--- src/hdl/ipr_pkg.sv ---
// Purpose: shared constants for the interrupt priority registers 10..15
// Assumes: APB data 32 bits, registers 16 bits in the low half of a word
// Notes:   every priority field is 3 bits, code 0 means source disabled

package ipr_pkg;

  // --------------------------------------------------------------
  // register map (byte addresses, one aligned word per register)
  // --------------------------------------------------------------
  localparam int          NUM_REGS    = 6;
  localparam logic [7:0]  OFS_PRIO_10 = 8'h00;
  localparam logic [7:0]  OFS_PRIO_11 = 8'h04;
  localparam logic [7:0]  OFS_PRIO_12 = 8'h08;
  localparam logic [7:0]  OFS_PRIO_13 = 8'h0c;
  localparam logic [7:0]  OFS_PRIO_14 = 8'h10;
  localparam logic [7:0]  OFS_PRIO_15 = 8'h14;

  // --------------------------------------------------------------
  // field layout
  // --------------------------------------------------------------
  localparam int          PRIO_W      = 3;
  localparam int          POS_HI      = 12;
  localparam int          POS_MH      = 8;
  localparam int          POS_ML      = 4;
  localparam int          POS_LO      = 0;
  localparam int          NUM_SRC     = 20;

  // implemented bits of each register
  localparam logic [15:0] MASK_10     = 16'h7777;
  localparam logic [15:0] MASK_11     = 16'h7707;
  localparam logic [15:0] MASK_12     = 16'h7777;
  localparam logic [15:0] MASK_13     = 16'h7777;
  localparam logic [15:0] MASK_14     = 16'h0777;
  localparam logic [15:0] MASK_15     = 16'h7070;

  // --------------------------------------------------------------
  // reset values: each field comes up as 3'b100, level four
  // --------------------------------------------------------------
  localparam logic [2:0]  PRIO_RST    = 3'h4;
  localparam logic [15:0] RST_10      = 16'h4444;
  localparam logic [15:0] RST_11      = 16'h4404;
  localparam logic [15:0] RST_12      = 16'h4444;
  localparam logic [15:0] RST_13      = 16'h4444;
  localparam logic [15:0] RST_14      = 16'h0444;
  localparam logic [15:0] RST_15      = 16'h4040;

  localparam logic [2:0]  PRIO_OFF    = 3'h0;

  // pick one 3-bit field out of a register word
  function automatic logic [2:0] field_get(input logic [15:0] w,
                                           input int          pos);
    field_get = w[pos +: PRIO_W];
  endfunction

  // merge write data into a register under byte strobes and the mask
  function automatic logic [15:0] reg_merge(input logic [15:0] old,
                                            input logic [15:0] wd,
                                            input logic [1:0]  be,
                                            input logic [15:0] mask);
    logic [15:0] lane;
    lane      = {{8{be[1]}}, {8{be[0]}}};
    reg_merge = ((wd & lane) | (old & ~lane)) & mask;
  endfunction

endpackage

--- src/hdl/ipr_apb_if.sv ---
// Purpose: APB slave front end, zero wait states, registered answers
// Assumes: master keeps request stable until pready is sampled high
// Notes:   pready rises in the access cycle following every setup cycle

`timescale 1ns/100ps

module ipr_apb_if
  import ipr_pkg::*;
#(
  parameter int ADDR_W = 8
) (
  input  wire logic              clk,        // system clock
  input  wire logic              resetn,     // sync reset, low
  input  wire logic              psel,       // apb select
  input  wire logic              penable,    // apb access phase
  input  wire logic [ADDR_W-1:0] paddr,      // apb byte address
  input  wire logic [31:0]       rd_word,    // decoded read word
  input  wire logic              addr_hit,   // address is mapped
  output logic                   wr_fire,    // transfer completes now
  output logic [31:0]            prdata,     // apb read data
  output logic                   pready,     // apb ready
  output logic                   pslverr     // apb error
);

  logic        setup;
  logic [31:0] prdata_q;
  logic        pready_q;
  logic        pslverr_q;

  assign setup   = psel & ~penable;
  assign wr_fire = psel & penable & pready_q;
  assign prdata  = prdata_q;
  assign pready  = pready_q;
  assign pslverr = pslverr_q;

  // --------------------------------------------------------------
  // answer flops, loaded during the setup cycle
  // --------------------------------------------------------------
  always_ff @(posedge clk) begin
    if (!resetn) begin
      pready_q  <= 1'b0;
      pslverr_q <= 1'b0;
      prdata_q  <= 32'h0000_0000;
    end else if (setup) begin
      pready_q  <= 1'b1;
      pslverr_q <= ~addr_hit;
      prdata_q  <= addr_hit ? rd_word : 32'h0000_0000;
    end else begin
      // drop everything after the completing edge so a stale word
      // never looks like an answer to the next transfer
      pready_q  <= 1'b0;
      pslverr_q <= 1'b0;
      prdata_q  <= 32'h0000_0000;
    end
  end

endmodule

--- src/hdl/ipr_lvl_cmp.sv ---
// Purpose: per-source enable and eligibility against the cpu level
// Assumes: src_req is flag and enable already combined outside
// Notes:   outputs are registered, one cycle behind their inputs

`timescale 1ns/100ps

module ipr_lvl_cmp
  import ipr_pkg::*;
#(
  parameter int N = NUM_SRC
) (
  input  wire logic                  clk,          // system clock
  input  wire logic                  resetn,       // sync reset, low
  input  wire logic [N*PRIO_W-1:0]   prio_flat,    // packed levels
  input  wire logic [N-1:0]          src_req,      // source requests
  input  wire logic [2:0]            cpu_level,    // current cpu level
  output logic [N-1:0]               src_enabled,  // level non-zero
  output logic [N-1:0]               src_eligible, // may win now
  output logic [2:0]                 top_level     // best eligible level
);

  logic [N-1:0] en_d;
  logic [N-1:0] el_d;
  logic [2:0]   top_d;
  logic [N-1:0] en_q;
  logic [N-1:0] el_q;
  logic [2:0]   top_q;

  always_comb begin
    logic [2:0] lv;
    lv    = PRIO_OFF;
    top_d = PRIO_OFF;
    for (int i = 0; i < N; i++) begin
      lv    = prio_flat[i*PRIO_W +: PRIO_W];
      en_d[i] = (lv != PRIO_OFF); // [RULE3]
      el_d[i] = src_req[i] && (lv != PRIO_OFF) && (lv > cpu_level); // [RULE3]
      if (el_d[i] && (lv > top_d)) begin
        top_d = lv;
      end
    end
  end

  always_ff @(posedge clk) begin
    if (!resetn) begin
      en_q  <= '1;
      el_q  <= '0;
      top_q <= PRIO_OFF;
    end else begin
      en_q  <= en_d;
      el_q  <= el_d;
      top_q <= top_d;
    end
  end

  assign src_enabled  = en_q;
  assign src_eligible = el_q;
  assign top_level    = top_q;

endmodule

--- src/hdl/ipr_regs.sv ---
// Purpose: six interrupt priority control registers behind APB
// Assumes: single clock, synchronous active-low reset, APB zero wait
// Notes:   field codes are the arbitration levels; code 0 turns a
//          source off, which the eligibility stage honours

`timescale 1ns/100ps

// Summary of operation
// RULE1 - code 111 gives the source level seven, highest user level
// RULE2 - code 001 is the lowest active level; middle codes map one to one
// RULE3 - code 000 disables the source so it never wins arbitration
// RULE4 - bits outside priority fields read zero and ignore writes
// RULE5 - at reset each field loads 100: upper bit one, lower bits zero
// RULE6 - reg 10: compare7 14-12, compare6 10-8, compare5 6-4, capture6 2-0
// RULE7 - reg 11: timer6 14-12, dma4 done 10-8, 7-3 unused, compare8 2-0
// RULE8 - reg 12: timer8 14-12, i2c2 master 10-8, i2c2 slave 6-4, timer7 2-0
// RULE9 - reg 13: can2 rx 14-12, ext irq4 10-8, ext irq3 6-4, timer9 2-0
// RULE10 - reg 14: 15-11 unused, encoder 10-8, pwm 6-4, can2 event 2-0
// RULE11 - reg 15: fault a 14-12, dma5 done 6-4, 11-7 and 3-0 unused
// RULE12 - after any reset every source starts at level four
// RULE13 - software sets equal non-zero levels before enabling for one level
// RULE14 - each register is a 16-bit word; new fields act next cycle
module ipr_regs
  import ipr_pkg::*;
#(
  parameter int ADDR_W = 8
) (
  input  wire logic              clk,                 // 40 MHz clock
  input  wire logic              resetn,              // sync reset, low
  input  wire logic              psel,                // apb select
  input  wire logic              penable,             // apb enable
  input  wire logic              pwrite,              // apb write
  input  wire logic [ADDR_W-1:0] paddr,               // apb address
  input  wire logic [31:0]       pwdata,              // apb write data
  input  wire logic [3:0]        pstrb,               // apb byte strobes
  output logic [31:0]            prdata,              // apb read data
  output logic                   pready,              // apb ready
  output logic                   pslverr,             // apb error
  input  wire logic [19:0]       src_req,             // flag and enable
  input  wire logic [2:0]        cpu_level,           // cpu level
  output logic [19:0]            src_enabled,         // level non-zero
  output logic [19:0]            src_eligible,        // above cpu level
  output logic [2:0]             top_level,           // best level
  output logic [2:0]             compare7_priority,   // src 0
  output logic [2:0]             compare6_priority,   // src 1
  output logic [2:0]             compare5_priority,   // src 2
  output logic [2:0]             capture6_priority,   // src 3
  output logic [2:0]             timer6_priority,     // src 4
  output logic [2:0]             dma_ch4_done_priority, // src 5
  output logic [2:0]             compare8_priority,   // src 6
  output logic [2:0]             timer8_priority,     // src 7
  output logic [2:0]             i2c_unit2_master_priority, // src 8
  output logic [2:0]             i2c_unit2_slave_priority,  // src 9
  output logic [2:0]             timer7_priority,     // src 10
  output logic [2:0]             can_unit2_rx_priority, // src 11
  output logic [2:0]             ext_irq4_priority,   // src 12
  output logic [2:0]             ext_irq3_priority,   // src 13
  output logic [2:0]             timer9_priority,     // src 14
  output logic [2:0]             quad_encoder_priority, // src 15
  output logic [2:0]             pwm_event_priority,  // src 16
  output logic [2:0]             can_unit2_event_priority, // src 17
  output logic [2:0]             pwm_fault_a_priority, // src 18
  output logic [2:0]             dma_ch5_done_priority // src 19
);

  // ------------------------------------------------------------
  // register storage
  // ------------------------------------------------------------
  logic [15:0] prio10_q;
  logic [15:0] prio11_q;
  logic [15:0] prio12_q;
  logic [15:0] prio13_q;
  logic [15:0] prio14_q;
  logic [15:0] prio15_q;

  logic [ADDR_W-1:0] ofs;
  logic              hit10;
  logic              hit11;
  logic              hit12;
  logic              hit13;
  logic              hit14;
  logic              hit15;
  logic              addr_hit;
  logic [15:0]       rd_reg;
  logic [31:0]       rd_word;
  logic              wr_fire;
  logic              wr_ok;
  logic [15:0]       wd;
  logic [1:0]        be;
  logic [NUM_SRC*PRIO_W-1:0] prio_flat;

  assign ofs = paddr;
  assign wd  = pwdata[15:0];
  assign be  = pstrb[1:0];

  // ------------------------------------------------------------
  // address decode
  // ------------------------------------------------------------
  // only the low half of the word holds bits; upper strobes and
  // upper write data have nothing to land in
  always_comb begin
    hit10 = 1'b0;
    hit11 = 1'b0;
    hit12 = 1'b0;
    hit13 = 1'b0;
    hit14 = 1'b0;
    hit15 = 1'b0;
    if (ofs == ADDR_W'(OFS_PRIO_10)) begin
      hit10 = 1'b1;
    end else if (ofs == ADDR_W'(OFS_PRIO_11)) begin
      hit11 = 1'b1;
    end else if (ofs == ADDR_W'(OFS_PRIO_12)) begin
      hit12 = 1'b1;
    end else if (ofs == ADDR_W'(OFS_PRIO_13)) begin
      hit13 = 1'b1;
    end else if (ofs == ADDR_W'(OFS_PRIO_14)) begin
      hit14 = 1'b1;
    end else if (ofs == ADDR_W'(OFS_PRIO_15)) begin
      hit15 = 1'b1;
    end
  end

  assign addr_hit = hit10 | hit11 | hit12 | hit13 | hit14 | hit15;

  // stored words already have unused bits at zero [RULE4]
  always_comb begin
    if (hit10) begin
      rd_reg = prio10_q;
    end else if (hit11) begin
      rd_reg = prio11_q;
    end else if (hit12) begin
      rd_reg = prio12_q;
    end else if (hit13) begin
      rd_reg = prio13_q;
    end else if (hit14) begin
      rd_reg = prio14_q;
    end else if (hit15) begin
      rd_reg = prio15_q;
    end else begin
      rd_reg = 16'h0000;
    end
  end

  assign rd_word = {16'h0000, rd_reg}; // [RULE14]

  // ------------------------------------------------------------
  // bus front end
  // ------------------------------------------------------------
  ipr_apb_if #(
    .ADDR_W   (ADDR_W)
  ) u_apb (
    .clk      (clk),
    .resetn   (resetn),
    .psel     (psel),
    .penable  (penable),
    .paddr    (paddr),
    .rd_word  (rd_word),
    .addr_hit (addr_hit),
    .wr_fire  (wr_fire),
    .prdata   (prdata),
    .pready   (pready),
    .pslverr  (pslverr)
  );

  assign wr_ok = wr_fire & pwrite;

  // ------------------------------------------------------------
  // register writes, one process per register
  // ------------------------------------------------------------
  // reset loads 100 in every field, i.e. level four [RULE5] [RULE12]
  always_ff @(posedge clk) begin
    if (!resetn) begin
      prio10_q <= RST_10;
    end else if (wr_ok && hit10) begin
      prio10_q <= reg_merge(prio10_q, wd, be, MASK_10); // [RULE6] [RULE4]
    end
  end

  always_ff @(posedge clk) begin
    if (!resetn) begin
      prio11_q <= RST_11;
    end else if (wr_ok && hit11) begin
      prio11_q <= reg_merge(prio11_q, wd, be, MASK_11); // [RULE7] [RULE4]
    end
  end

  always_ff @(posedge clk) begin
    if (!resetn) begin
      prio12_q <= RST_12;
    end else if (wr_ok && hit12) begin
      prio12_q <= reg_merge(prio12_q, wd, be, MASK_12); // [RULE8] [RULE4]
    end
  end

  always_ff @(posedge clk) begin
    if (!resetn) begin
      prio13_q <= RST_13;
    end else if (wr_ok && hit13) begin
      prio13_q <= reg_merge(prio13_q, wd, be, MASK_13); // [RULE9] [RULE4]
    end
  end

  always_ff @(posedge clk) begin
    if (!resetn) begin
      prio14_q <= RST_14;
    end else if (wr_ok && hit14) begin
      prio14_q <= reg_merge(prio14_q, wd, be, MASK_14); // [RULE10] [RULE4]
    end
  end

  always_ff @(posedge clk) begin
    if (!resetn) begin
      prio15_q <= RST_15;
    end else if (wr_ok && hit15) begin
      prio15_q <= reg_merge(prio15_q, wd, be, MASK_15); // [RULE11] [RULE4]
    end
  end

  // ------------------------------------------------------------
  // field outputs, straight from the register flops
  // ------------------------------------------------------------
  // the code is the level: 7 highest, 1 lowest [RULE1] [RULE2]
  assign compare7_priority         = field_get(prio10_q, POS_HI); // [RULE6]
  assign compare6_priority         = field_get(prio10_q, POS_MH); // [RULE6]
  assign compare5_priority         = field_get(prio10_q, POS_ML); // [RULE6]
  assign capture6_priority         = field_get(prio10_q, POS_LO); // [RULE6]
  assign timer6_priority           = field_get(prio11_q, POS_HI); // [RULE7]
  assign dma_ch4_done_priority     = field_get(prio11_q, POS_MH); // [RULE7]
  assign compare8_priority         = field_get(prio11_q, POS_LO); // [RULE7]
  assign timer8_priority           = field_get(prio12_q, POS_HI); // [RULE8]
  assign i2c_unit2_master_priority = field_get(prio12_q, POS_MH); // [RULE8]
  assign i2c_unit2_slave_priority  = field_get(prio12_q, POS_ML); // [RULE8]
  assign timer7_priority           = field_get(prio12_q, POS_LO); // [RULE8]
  assign can_unit2_rx_priority     = field_get(prio13_q, POS_HI); // [RULE9]
  assign ext_irq4_priority         = field_get(prio13_q, POS_MH); // [RULE9]
  assign ext_irq3_priority         = field_get(prio13_q, POS_ML); // [RULE9]
  assign timer9_priority           = field_get(prio13_q, POS_LO); // [RULE9]
  assign quad_encoder_priority     = field_get(prio14_q, POS_MH); // [RULE10]
  assign pwm_event_priority        = field_get(prio14_q, POS_ML); // [RULE10]
  assign can_unit2_event_priority  = field_get(prio14_q, POS_LO); // [RULE10]
  assign pwm_fault_a_priority      = field_get(prio15_q, POS_HI); // [RULE11]
  assign dma_ch5_done_priority     = field_get(prio15_q, POS_ML); // [RULE11]

  // source order matches the port comments, source 0 in the low bits
  assign prio_flat = {
    dma_ch5_done_priority,
    pwm_fault_a_priority,
    can_unit2_event_priority,
    pwm_event_priority,
    quad_encoder_priority,
    timer9_priority,
    ext_irq3_priority,
    ext_irq4_priority,
    can_unit2_rx_priority,
    timer7_priority,
    i2c_unit2_slave_priority,
    i2c_unit2_master_priority,
    timer8_priority,
    compare8_priority,
    dma_ch4_done_priority,
    timer6_priority,
    capture6_priority,
    compare5_priority,
    compare6_priority,
    compare7_priority
  };

  // ------------------------------------------------------------
  // eligibility for the arbiter
  // ------------------------------------------------------------
  // a level of zero masks the request whatever flag and enable say;
  // the registered stage costs one cycle of latency but keeps the
  // arbiter input off the bus decode path [RULE3] [RULE14]
  ipr_lvl_cmp #(
    .N            (NUM_SRC)
  ) u_cmp (
    .clk          (clk),
    .resetn       (resetn),
    .prio_flat    (prio_flat),
    .src_req      (src_req),
    .cpu_level    (cpu_level),
    .src_enabled  (src_enabled),
    .src_eligible (src_eligible),
    .top_level    (top_level)
  );

endmodule

--- config.mk ---
export PLATFORM = sky130hd
export DESIGN_NAME = ipr_regs
export DESIGN_NICKNAME = d
export VERILOG_FILES = /design/src/hdl/ipr_pkg.sv /design/src/hdl/ipr_apb_if.sv /design/src/hdl/ipr_lvl_cmp.sv /design/src/hdl/ipr_regs.sv
export SDC_FILE = /design/constraint.sdc
export NUM_CORES = 1
export LEC_CHECK = 0
export BUFFER_PORTS_ARGS = -buffer_cell sky130_fd_sc_hd__clkbuf_2
export CAP_MARGIN = 20
export CORE_MARGIN = 1
export CORE_UTILIZATION = 30
export DETAILED_ROUTE_END_ITERATION = 6
export SKIP_CTS_REPAIR_TIMING = 1
export SLEW_MARGIN = 10
export SYNTH_ARGS = -nofsm -noshare
export SYNTH_HDL_FRONTEND = slang
export SYNTH_SLANG_ARGS = --single-unit
--- constraint.sdc ---
create_clock -name clk -period 24.3 [get_ports clk]
set_input_delay 1.215 -clock clk [delete_from_list [all_inputs] [get_ports clk]]
set_output_delay 1.215 -clock clk [all_outputs]
set_load 0.1 [all_outputs]
* After elaboration in Yosys (flattened, before gate mapping)
Cells that the tools add are included.
Storage, ports and cells: input port bits 72, output and inout bits 137, word-level logic and storage cells 220, register bits after elaboration 137
Operators by class: bitwise logic cells 25, muxes and demuxes 48, reductions and logical operators 89, equal/unequal tests 5, $lt $le $gt $ge 40
Operators by type and width (number):
- 3-bit > comparator | 39
- 15-bit bitwise AND | 6
- 15-bit 2-to-1 mux | 6
- 15-bit bitwise OR | 5
- 1-bit logical AND | 66
- 3-bit 2-to-1 mux | 20
- 3-bit nonzero test | 20
- 1-bit 2-to-1 mux | 22
- 8-bit by 4-bit == test with 1-bit output, second input constant | 2
- 8-bit by 5-bit == test with 1-bit output, second input constant | 2
- 15-bit inverter | 1
- 11-bit bitwise AND | 1
- 11-bit bitwise OR | 1
- 8-bit by 3-bit == test with 1-bit output, second input constant | 1
- 8-bit logical NOT | 1
- 1-bit bitwise OR | 5
- 1-bit bitwise AND | 4
- 3-bit by 1-bit > comparator with 1-bit output, second input constant | 1
- 3-bit AND reduction | 1
- 1-bit inverter | 2
- 2-bit AND reduction | 1

* Longest topological paths before layout
Gate-level depths: netlist of the first run.
word-level depth 62, gate-level depth with buffers 128, gate-level depth less buffers 128

* Cells and area by module
Synthesis of the first run repeated with hierarchy kept, for this count alone.
Second synthesis, totals: cells, all modules 1083, area total of the unflattened synthesis 9059.9 sq um
By module, submodules not included:
- ipr_lvl_cmp | cells an instance 675, sequential area each 860.8 sq um, area each 5221.3 sq um, times used 1
- ipr_regs | cells an instance 335, sequential area each 1201.2 sq um, area each 2877.8 sq um, times used 1
- ipr_apb_if | cells an instance 73, sequential area each 680.7 sq um, area each 960.9 sq um, times used 1

* Worst setup path after synthesis of the first run
OpenSTA, ideal clock, no wires.
path type input to register, start in cpu_level[2], end reg u_cmp.top_q[0] (netlist: u_cmp.top_level[0]), library setup time 0.088 ns, path slack 1.931 ns, cell stages on the path 124, required time 24.212 ns, arrival time 22.281 ns, cell sequence inv_1 > ha_1 > and3_1 > a211oi_1 > nand2_1 > ha_1 > and3b_1 > o22a_1 > and3_4 > a21o_1 > inv_1 > ha_1 > a21oi_1 > a22o_1 > nor2_2 > o21bai_1 > inv_1 > ha_1 > (+88 left out) > maj3_1 > nand3_2 > nand2_1 > ha_1 > inv_1 > a21o_1 > a21oi_1 > a31oi_1 > nand2_1 > nor2_1 > a31oi_1 > ha_1 > a21o_1 > a21oi_1 > a31oi_1 > nand2_1 > o21ai_0 > a311oi_2
Between the ends: longest elaborated chain between the ends 61, elaborated cells between the ends (all ways) 99, classes of those cells 39 x order compare; 20 x mux; 40 x reduce/logical
Ends and longest elaborated chain:
- start, declared | line ipr_regs.sv:40 | input wire logic [2:0] cpu_level,
- 3-bit > comparator | line ipr_lvl_cmp.sv:36 | el_d[i] = src_req[i] && (lv != PRIO_OFF) && (lv > cpu_level);
- 1-bit logical AND | line ipr_lvl_cmp.sv:36
- 1-bit logical AND | line ipr_lvl_cmp.sv:37 | if (el_d[i] && (lv > top_d)) begin
- 3-bit 2-to-1 mux | line ipr_lvl_cmp.sv:37
- 3-bit > comparator | line ipr_lvl_cmp.sv:37
- 1-bit logical AND | line ipr_lvl_cmp.sv:37
- 3-bit 2-to-1 mux | line ipr_lvl_cmp.sv:37
- 3-bit > comparator | line ipr_lvl_cmp.sv:37
- (+45 left out)
- 1-bit logical AND | line ipr_lvl_cmp.sv:37
- 3-bit 2-to-1 mux | line ipr_lvl_cmp.sv:37
- 3-bit > comparator | line ipr_lvl_cmp.sv:37
- 1-bit logical AND | line ipr_lvl_cmp.sv:37
- 3-bit 2-to-1 mux | line ipr_lvl_cmp.sv:37
- 3-bit > comparator | line ipr_lvl_cmp.sv:37
- 1-bit logical AND | line ipr_lvl_cmp.sv:37
- 3-bit 2-to-1 mux * | line ipr_lvl_cmp.sv:37
- end signal, assigned | line ipr_lvl_cmp.sv:51 | top_q <= top_d;
- end, declared | line ipr_lvl_cmp.sv:27 | logic [2:0] top_q;
Every way passes the cells marked *; elsewhere a longest branch is shown, timed or not. A chain may end at the register's enable or synchronous reset.

* Final worst setup path of the first run
start in cpu_level[0], end reg u_cmp.top_q[0] (netlist: u_cmp.top_level[0])
The elaborated chain is that of the path after synthesis.

==> results.md, run 1 <==
- finished clean — run status
- 0.0472 mV — Peak VDD IR
- 173 um — Die Height
- 99 — number of different library cells in the post-synthesis netlist
- 166 — input/output buffers
- 117 — total clock sinks
- sky130_fd_sc_hd__clkbuf_16 — root buf cell
- 474 — Iteration-0 DRC Markers
- 8203 — via count of the first global-routing pass
- 42.5% — clock power share
- 1366 — nets@finish
- 0 — final count of pins violating max slew
- 62 — Placement Rows
- 22.4% — layout overhead on the synthesized area
- 46100 um — global-route wire length before repair
- 23.34 ns — Worst EP arrival
- 42.9% — tightest slew margin relative to the limit
- 0 — Final ANT Viol Nets
- 0.43 ns — worst-skew pair later-pin latency
- 8 — buffers and inverters on the worst path
- flop — crit end category
- 0.000412 W — Internal Pwr Total
- built — CTS tree
- 22400 um — Final HPWL DP
- 0.43 ns — largest stage delay on the critical path
- compound AO/OA/AOI/OAI gates — largest delay contributor family on the critical path
- 2 — hold-critical path depth
- 5 — count of TritonRoute iterations in the first routing pass
- 26.6% — sequential fraction of the synthesis area
- 0.891 — placer's final routability congestion estimate
- 0 — number of DRC violations after detailed routing
- input port — Worst setup SP type
- 117 — total of flip-flops plus latches after synthesis
- 8800 sq um — summed instance area of the synthesized netlist
- 4.72 nW — leakage power of the design
- 0.584 ns — worst-case hold slack
- 5.36 — vias per cell
- 126 — worst-case reg-to-reg path depth
- 0 — endpoints failing setup
- 30.6% — Initial Util
- 57.3 nW/um^2 — PwrDens
- 18.8 um — detail-routed net length per standard cell
- 8595 — total vias in the final route
- reg2reg — path category of the worst min-delay check
- 0.000206 W — Net Switching
- 9900 sq um — total placed instance area
- 0 — number of warning messages in the yosys log
- 30000 sq um — die area
- 0.00578 ns — clock tree skew after final layout
- 65 — largest net degree at the start of global routing
- 0% — proportion of synthesized flip-flops having asynchronous set or reset
- 0.849 ns — Least-Margin Pin Slew
- 209 — I/O Pins
- in2reg — path type of the worst setup path
- 173 um — Chip Width
- 23.00 ns — shortest clock period the worst path allows after layout
- 1 — initial antenna violation count
- 17 — TritonCTS buffer count
- 31.6% — sequential cell fraction of total power
- 0 — final global-route overflow total
- 4 — number of H-tree levels
- 30200 um — final wirelength
- 7 — worst-path maximum fanout
- 126 — number of gates on the worst path with buffers counted
- 33.4% — Net Sw Frac
- 28800 sq um — core region area
- sky130_fd_sc_hd__o311ai_2 — cell with the largest stage delay on the worst path
- 94.7% — share of the clock period used by the worst path
- 19.6% — total global routing track utilization
- 0.06 ns — Clock transition at path regs
- 2 — buffer depth of the longest clock path
- 0 — number of violations of the max-capacitance limit
- 0 — number of synthesized flops with an enable pin
- 8.42 sq um — mean area per synthesized cell
- 0 — final-report hold violation count
- 25.8% — fraction of layout cells with a size suffix above 1
- 43.5 MHz — Fmax
- sky130_fd_sc_hd__ha_1 — Top cell by count, worst path
- 24.64 ns — data required time of the worst path
- 10800 sq um — cell area after layout
- 37.5% — core occupancy in the finished layout
- 25.9% — combinational power share
- 1045 — synthesized instance count
- 0 ns — final sum of negative setup slack
- sky130_fd_sc_hd__dfxtp_1 — leading register cell type out of synthesis
- 2939 — filler cell count in the final layout
==> through the flow <==
stage / setup WS, ns / power [W] / std cells
3_5_place_dp: 0.166 / 0.000345 / 1562
3_3_place_gp: 0.382 / 0.000343 / 1562
6_report: 1.30 / 0.000618 / 1605
5_1_grt: -0.137 / 0.000642 / 1604
2_1_floorplan: 1.93 / 0.000319 / 1064
4_1_cts: 0.442 / 0.000607 / 1594
==> final cells by class <==
| class | instances | area, sq um | area share [%] |
|---|---|---|---|
| Antenna cell | 1 | 2.50 | 0.0232 |
| Clock buffer | 19 | 433 | 4.02 |
| Inverter | 60 | 225 | 2.09 |
| Multi-Input combinational cell | 826 | 6170 | 57.2 |
| Clock inverter | 13 | 156 | 1.45 |
| Tap cell | 384 | 480 | 4.46 |
| Timing Repair Buffer | 185 | 973 | 9.03 |
| Sequential cell | 117 | 2340 | 21.7 |
==> path summary, 6_finish.rpt <==
| path | start | end | slack, ns |
|---|---|---|---|
| setup / recovery | cpu_level[0] | u_cmp.top_level[0] | 1.30 |
| hold / removal | flop | flop | 0.58 |
| hold reg to reg | flop | flop | 0.58 |
| setup reg to reg | flop | u_cmp.top_level[0] | 1.64 |
==> cells by family after synthesis <==
logic type                 Yosys count  share of synthesized area [%]
muxes                               73                           8.33
and+or+nand+nor                    387                           22.2
adders and majority gates           90                           12.7
other                                1                         0.0426
buffers and inverters              121                           6.62
AOI/OAI and AO/OA                  256                           23.5
DFF                                117                           26.6
==> power groups by stage <==
| stage | Clock (W) | Combinational (W) | Sequential (W) |
|---|---|---|---|
| 2_1_floorplan | 0 | 0.000101 | 0.000218 |
| 3_3_place_gp | 0 | 0.000143 | 0.000199 |
| 3_5_place_dp | 0 | 0.000146 | 0.000199 |
| 4_1_cts | 0.000266 | 0.000146 | 0.000195 |
| 5_1_grt | 0.000273 | 0.000174 | 0.000195 |
| 6_report | 0.000263 | 0.000160 | 0.000195 |
==> layout by cell type (no fill, tap or decap), types with 20 or more instances in the layout <==
cell type,synthesis,routed
sky130_fd_sc_hd__conb_1,1,20
sky130_fd_sc_hd__clkbuf_2,0,166
sky130_fd_sc_hd__nand2_1,96,94
sky130_fd_sc_hd__ha_1,87,83
sky130_fd_sc_hd__and2_1,21,20
sky130_fd_sc_hd__nor2_1,110,104
sky130_fd_sc_hd__a21o_1,21,21
sky130_fd_sc_hd__inv_1,60,57
sky130_fd_sc_hd__a21oi_1,38,37
sky130_fd_sc_hd__dfxtp_1,117,117
sky130_fd_sc_hd__o21ai_0,36,33
sky130_fd_sc_hd__mux2i_1,71,70
sky130_fd_sc_hd__nand3_1,35,35
sky130_fd_sc_hd__nor3_1,27,25
==> Yosys cell counts (4+ instances only) <==
library cell / number / area share (%)
sky130_fd_sc_hd__o22a_1: 4 / 0.40
sky130_fd_sc_hd__a22o_1: 8 / 0.80
sky130_fd_sc_hd__a22oi_1: 13 / 1.1
sky130_fd_sc_hd__and2_1: 21 / 1.5
sky130_fd_sc_hd__a311oi_1: 10 / 0.99
sky130_fd_sc_hd__o21a_1: 8 / 0.68
sky130_fd_sc_hd__nand4_1: 10 / 0.71
sky130_fd_sc_hd__a31oi_1: 11 / 0.78
sky130_fd_sc_hd__o21ai_0: 36 / 2.0
sky130_fd_sc_hd__inv_1: 60 / 2.6
sky130_fd_sc_hd__nor2b_1: 10 / 0.71
sky130_fd_sc_hd__a211oi_1: 12 / 1.0
sky130_fd_sc_hd__ha_1: 87 / 12
sky130_fd_sc_hd__or2_2: 9 / 0.64
sky130_fd_sc_hd__o22ai_1: 5 / 0.36
sky130_fd_sc_hd__nand2_1: 96 / 4.1
sky130_fd_sc_hd__and3_1: 12 / 0.85
sky130_fd_sc_hd__buf_6: 4 / 0.51
sky130_fd_sc_hd__a21o_1: 21 / 1.8
sky130_fd_sc_hd__mux2i_1: 71 / 8.1
sky130_fd_sc_hd__or4_1: 10 / 0.85
sky130_fd_sc_hd__a21oi_1: 38 / 2.2
sky130_fd_sc_hd__nor3b_1: 5 / 0.43
sky130_fd_sc_hd__o2111ai_1: 5 / 0.50
sky130_fd_sc_hd__nand3b_1: 5 / 0.43
sky130_fd_sc_hd__o31ai_1: 15 / 1.3
sky130_fd_sc_hd__nand3_1: 35 / 2.0
sky130_fd_sc_hd__nor4_1: 6 / 0.43
sky130_fd_sc_hd__buf_4: 22 / 1.9
sky130_fd_sc_hd__clkbuf_1: 31 / 1.3
sky130_fd_sc_hd__nor2_1: 110 / 4.7
sky130_fd_sc_hd__dfxtp_1: 117 / 27
sky130_fd_sc_hd__o211ai_1: 5 / 0.43
sky130_fd_sc_hd__nor3_1: 27 / 1.5
==> worst min-delay path, stage by stage (launching register included) <==
cell and delay, ns:
sky130_fd_sc_hd__dfxtp_1 0.35, sky130_fd_sc_hd__mux2i_1 0.14, sky130_fd_sc_hd__nor2_1 0.05
==> routing by layer <==
layer	part of all wire, %	vias to the layer above	global-route usage, %
li1	-	4142	-
met2	47	246	32.8
met4	2.5	0	6.86
met1	45	4156	24.9
met3	5.4	51	4.01
met5	0	-	0
Note: power is estimated with default switching activity, not from simulation.
==> inputs of run 2 (changes only) <==
CORE_ASPECT_RATIO = 0.9   (was default)
==> run 2 against run 1 <==
The flow now finishes with violations (design-rule violations). Maximum frequency about the same. Die area unchanged. Core utilization down 0.16 points. Critical path depth down 1. Setup slack worse by 0.020 ns. Design area down 0.13%. Global-route usage down 0.33 points. Largest cell class unchanged. Highest routed layer unchanged.
==> results.md, run 2 (same netlist as run 1, synthesis figures left out) <==
- finished, violations left — run status
- design-rule violations — violated checks
- 94.7% — share of the clock period used by the worst path, about the same
- 7 — worst-path maximum fanout, unchanged
- 30000 sq um — die area, unchanged
- 23.02 ns — shortest clock period the worst path allows after layout, +0.0195 ns
- 809 — Iteration-0 DRC Markers, +71%
- 1618 — post-route insts no fill, +0.81%
- 165 um — Die Height, -5.1%
- 0 — final global-route overflow total, unchanged
- 25.8% — fraction of layout cells with a size suffix above 1, -0.042 points
- sky130_fd_sc_hd__clkbuf_2 — most frequent standard cell in the layout excluding fill and tap cells
- 124 — worst-case reg-to-reg path depth, -1.6%
- 1574 — post-placement cell count, +0.77%
- 22.3% — layout overhead on the synthesized area
- 0 — Final ANT Viol Nets, unchanged
- 7 — count of TritonRoute iterations in the first routing pass, +2
- cpu_level[2] — start point of the critical path
- in2reg — path type of the worst setup path
- 117 — total clock sinks, unchanged
- sky130_fd_sc_hd__or3b_4 — cell with the largest stage delay on the worst path
- 59 — Placement Rows, -4.8%
- 0.893 ns — Least-Margin Pin Slew, +0.0431 ns
- 39.9% — tightest slew margin relative to the limit, -2.9 points
- reg2reg — path category of the worst min-delay check
- 29400 um — final wirelength, -2.7%
- 24.64 ns — data required time of the worst path, about the same
- 0 — endpoints failing setup, unchanged
- 0.0494 mV — Peak VDD IR, +4.5%
- 43.4 MHz — Fmax, about the same
- 0.40 ns — largest stage delay on the critical path, -0.03 ns
- 0.864 — placer's final routability congestion estimate, -3.1%
- 30.5% — Initial Util, -0.089 points
- 4 — number of H-tree levels, unchanged
- 0 — final-report hold violation count, unchanged
- 0.43 ns — worst-skew pair later-pin latency, about the same
- 19.3% — total global routing track utilization, -0.33 points
- sky130_fd_sc_hd__clkbuf_16 — root buf cell
- flop — crit end category
- 1 — initial antenna violation count, unchanged
- 0.000612 W — total power after layout, -1.0%
- 8539 — total vias in the final route, -0.65%
- 56.8 nW/um^2 — PwrDens, -0.90%
- 5.28 — vias per cell, -1.4%
- 2 — buffer depth of the longest clock path, unchanged
- 18.2 um — detail-routed net length per standard cell, -3.4%
- 23.36 ns — Worst EP arrival, +0.02 ns
- 0 — number of violations of the max-capacitance limit, unchanged
- 44600 um — global-route wire length before repair, -3.2%
- 4.72 nW — leakage power of the design, about the same
- 7930 — via count of the first global-routing pass, -3.3%
- 183 um — Chip Width, +5.3%
- 2 — hold-critical path depth, unchanged
- 64 — largest net degree at the start of global routing, -1.5%
- 0.0123 ns — clock tree skew after final layout, +0.00657 ns
- 0 — final count of pins violating max slew, unchanged
- 17 — TritonCTS buffer count, unchanged
- 22100 um — Final HPWL DP, -1.3%
- 1368 — nets@finish, +0.15%
- input port — Worst setup SP type
- 166 — input/output buffers, unchanged
- 0 — diode count, -1
- built — CTS tree
- 28900 sq um — core region area, +0.29%
- sky130_fd_sc_hd__clkbuf_2, sky130_fd_sc_hd__dfxtp_1, sky130_fd_sc_hd__nor2_1 — most frequent cells in the layout
- 209 — I/O Pins, unchanged
- 2 — number of DRC violations after detailed routing, +2
- 0.06 ns — Clock transition at path regs, about the same
- sky130_fd_sc_hd__ha_1 — Top cell by count, worst path
==> run 2: cell count changes in the layout (fill, tap and decap cells not counted), sizes merged <==
| cell | before | now |
|---|---|---|
| clkbuf | 185 | 186 |
| clkinvlp | 2 | 5 |
| diode | 1 | 0 |
| inv | 62 | 60 |
| buf | 19 | 21 |
| clkinv | 6 | 5 |
| bufinv | 3 | 2 |
==> run 2: cell type report <==
cell class,count,area (sq um)
flip-flops and latches,117,2340
well taps,396,495
inverters,60,225
clock buffers,20,457
fillers,2962,18100
repair buffers,187,988
clock inverters,12,130
multi-input cells,826,6130
==> run 2: worst max-delay path: cells and delay by family <==
family	cells	cell delay, ns
AO/OA/AOI/OAI	51	8.40
adder cells (fa/ha/maj)	22	6.43
buffers and inverters	10	1.08
multiplexers	3	0.91
AND/OR/NAND/NOR	39	5.30
==> run 2: where the power goes <==
group / internal (W) / switching (W)
registers: 0.000194 / 0.000000668
logic: 0.0000569 / 0.000104
clock network: 0.000156 / 0.0000995
total: 0.000407 / 0.000204
==> run 2: worst paths after layout <==
path / to / slack (ns)
max: u_cmp.top_level[0] / 1.28
min: flop / 0.60
min reg2reg: flop / 0.60
max reg2reg: u_cmp.top_level[0] / 1.70
==> run 2: routing by layer <==
| metal | GRT usage [%] | routed length [um] | vias to the layer above |
|---|---|---|---|
| met2 | 31.2 | 13500 | 292 |
| li1 | - | - | 4139 |
| met1 | 25.2 | 13500 | 4073 |
| met5 | 0 | 0 | - |
| met4 | 6.30 | 558 | 0 |
| met3 | 4.54 | 1860 | 35 |
==> run 2: through the flow <==
step           utilization [%]  worst slack, ns  cell area, sq um  setup TNS [ns]  hold slack (ns)
3_3_place_gp              34.3            0.471              9910               0            0.567
5_1_grt                   37.3           -0.164             10800          -0.225            0.620
2_1_floorplan                -             1.93              8870               0            0.927
6_report                  37.3             1.28             10800               0            0.598
3_5_place_dp              34.3            0.201              9910               0            0.575
4_1_cts                   36.4            0.492             10500               0            0.587
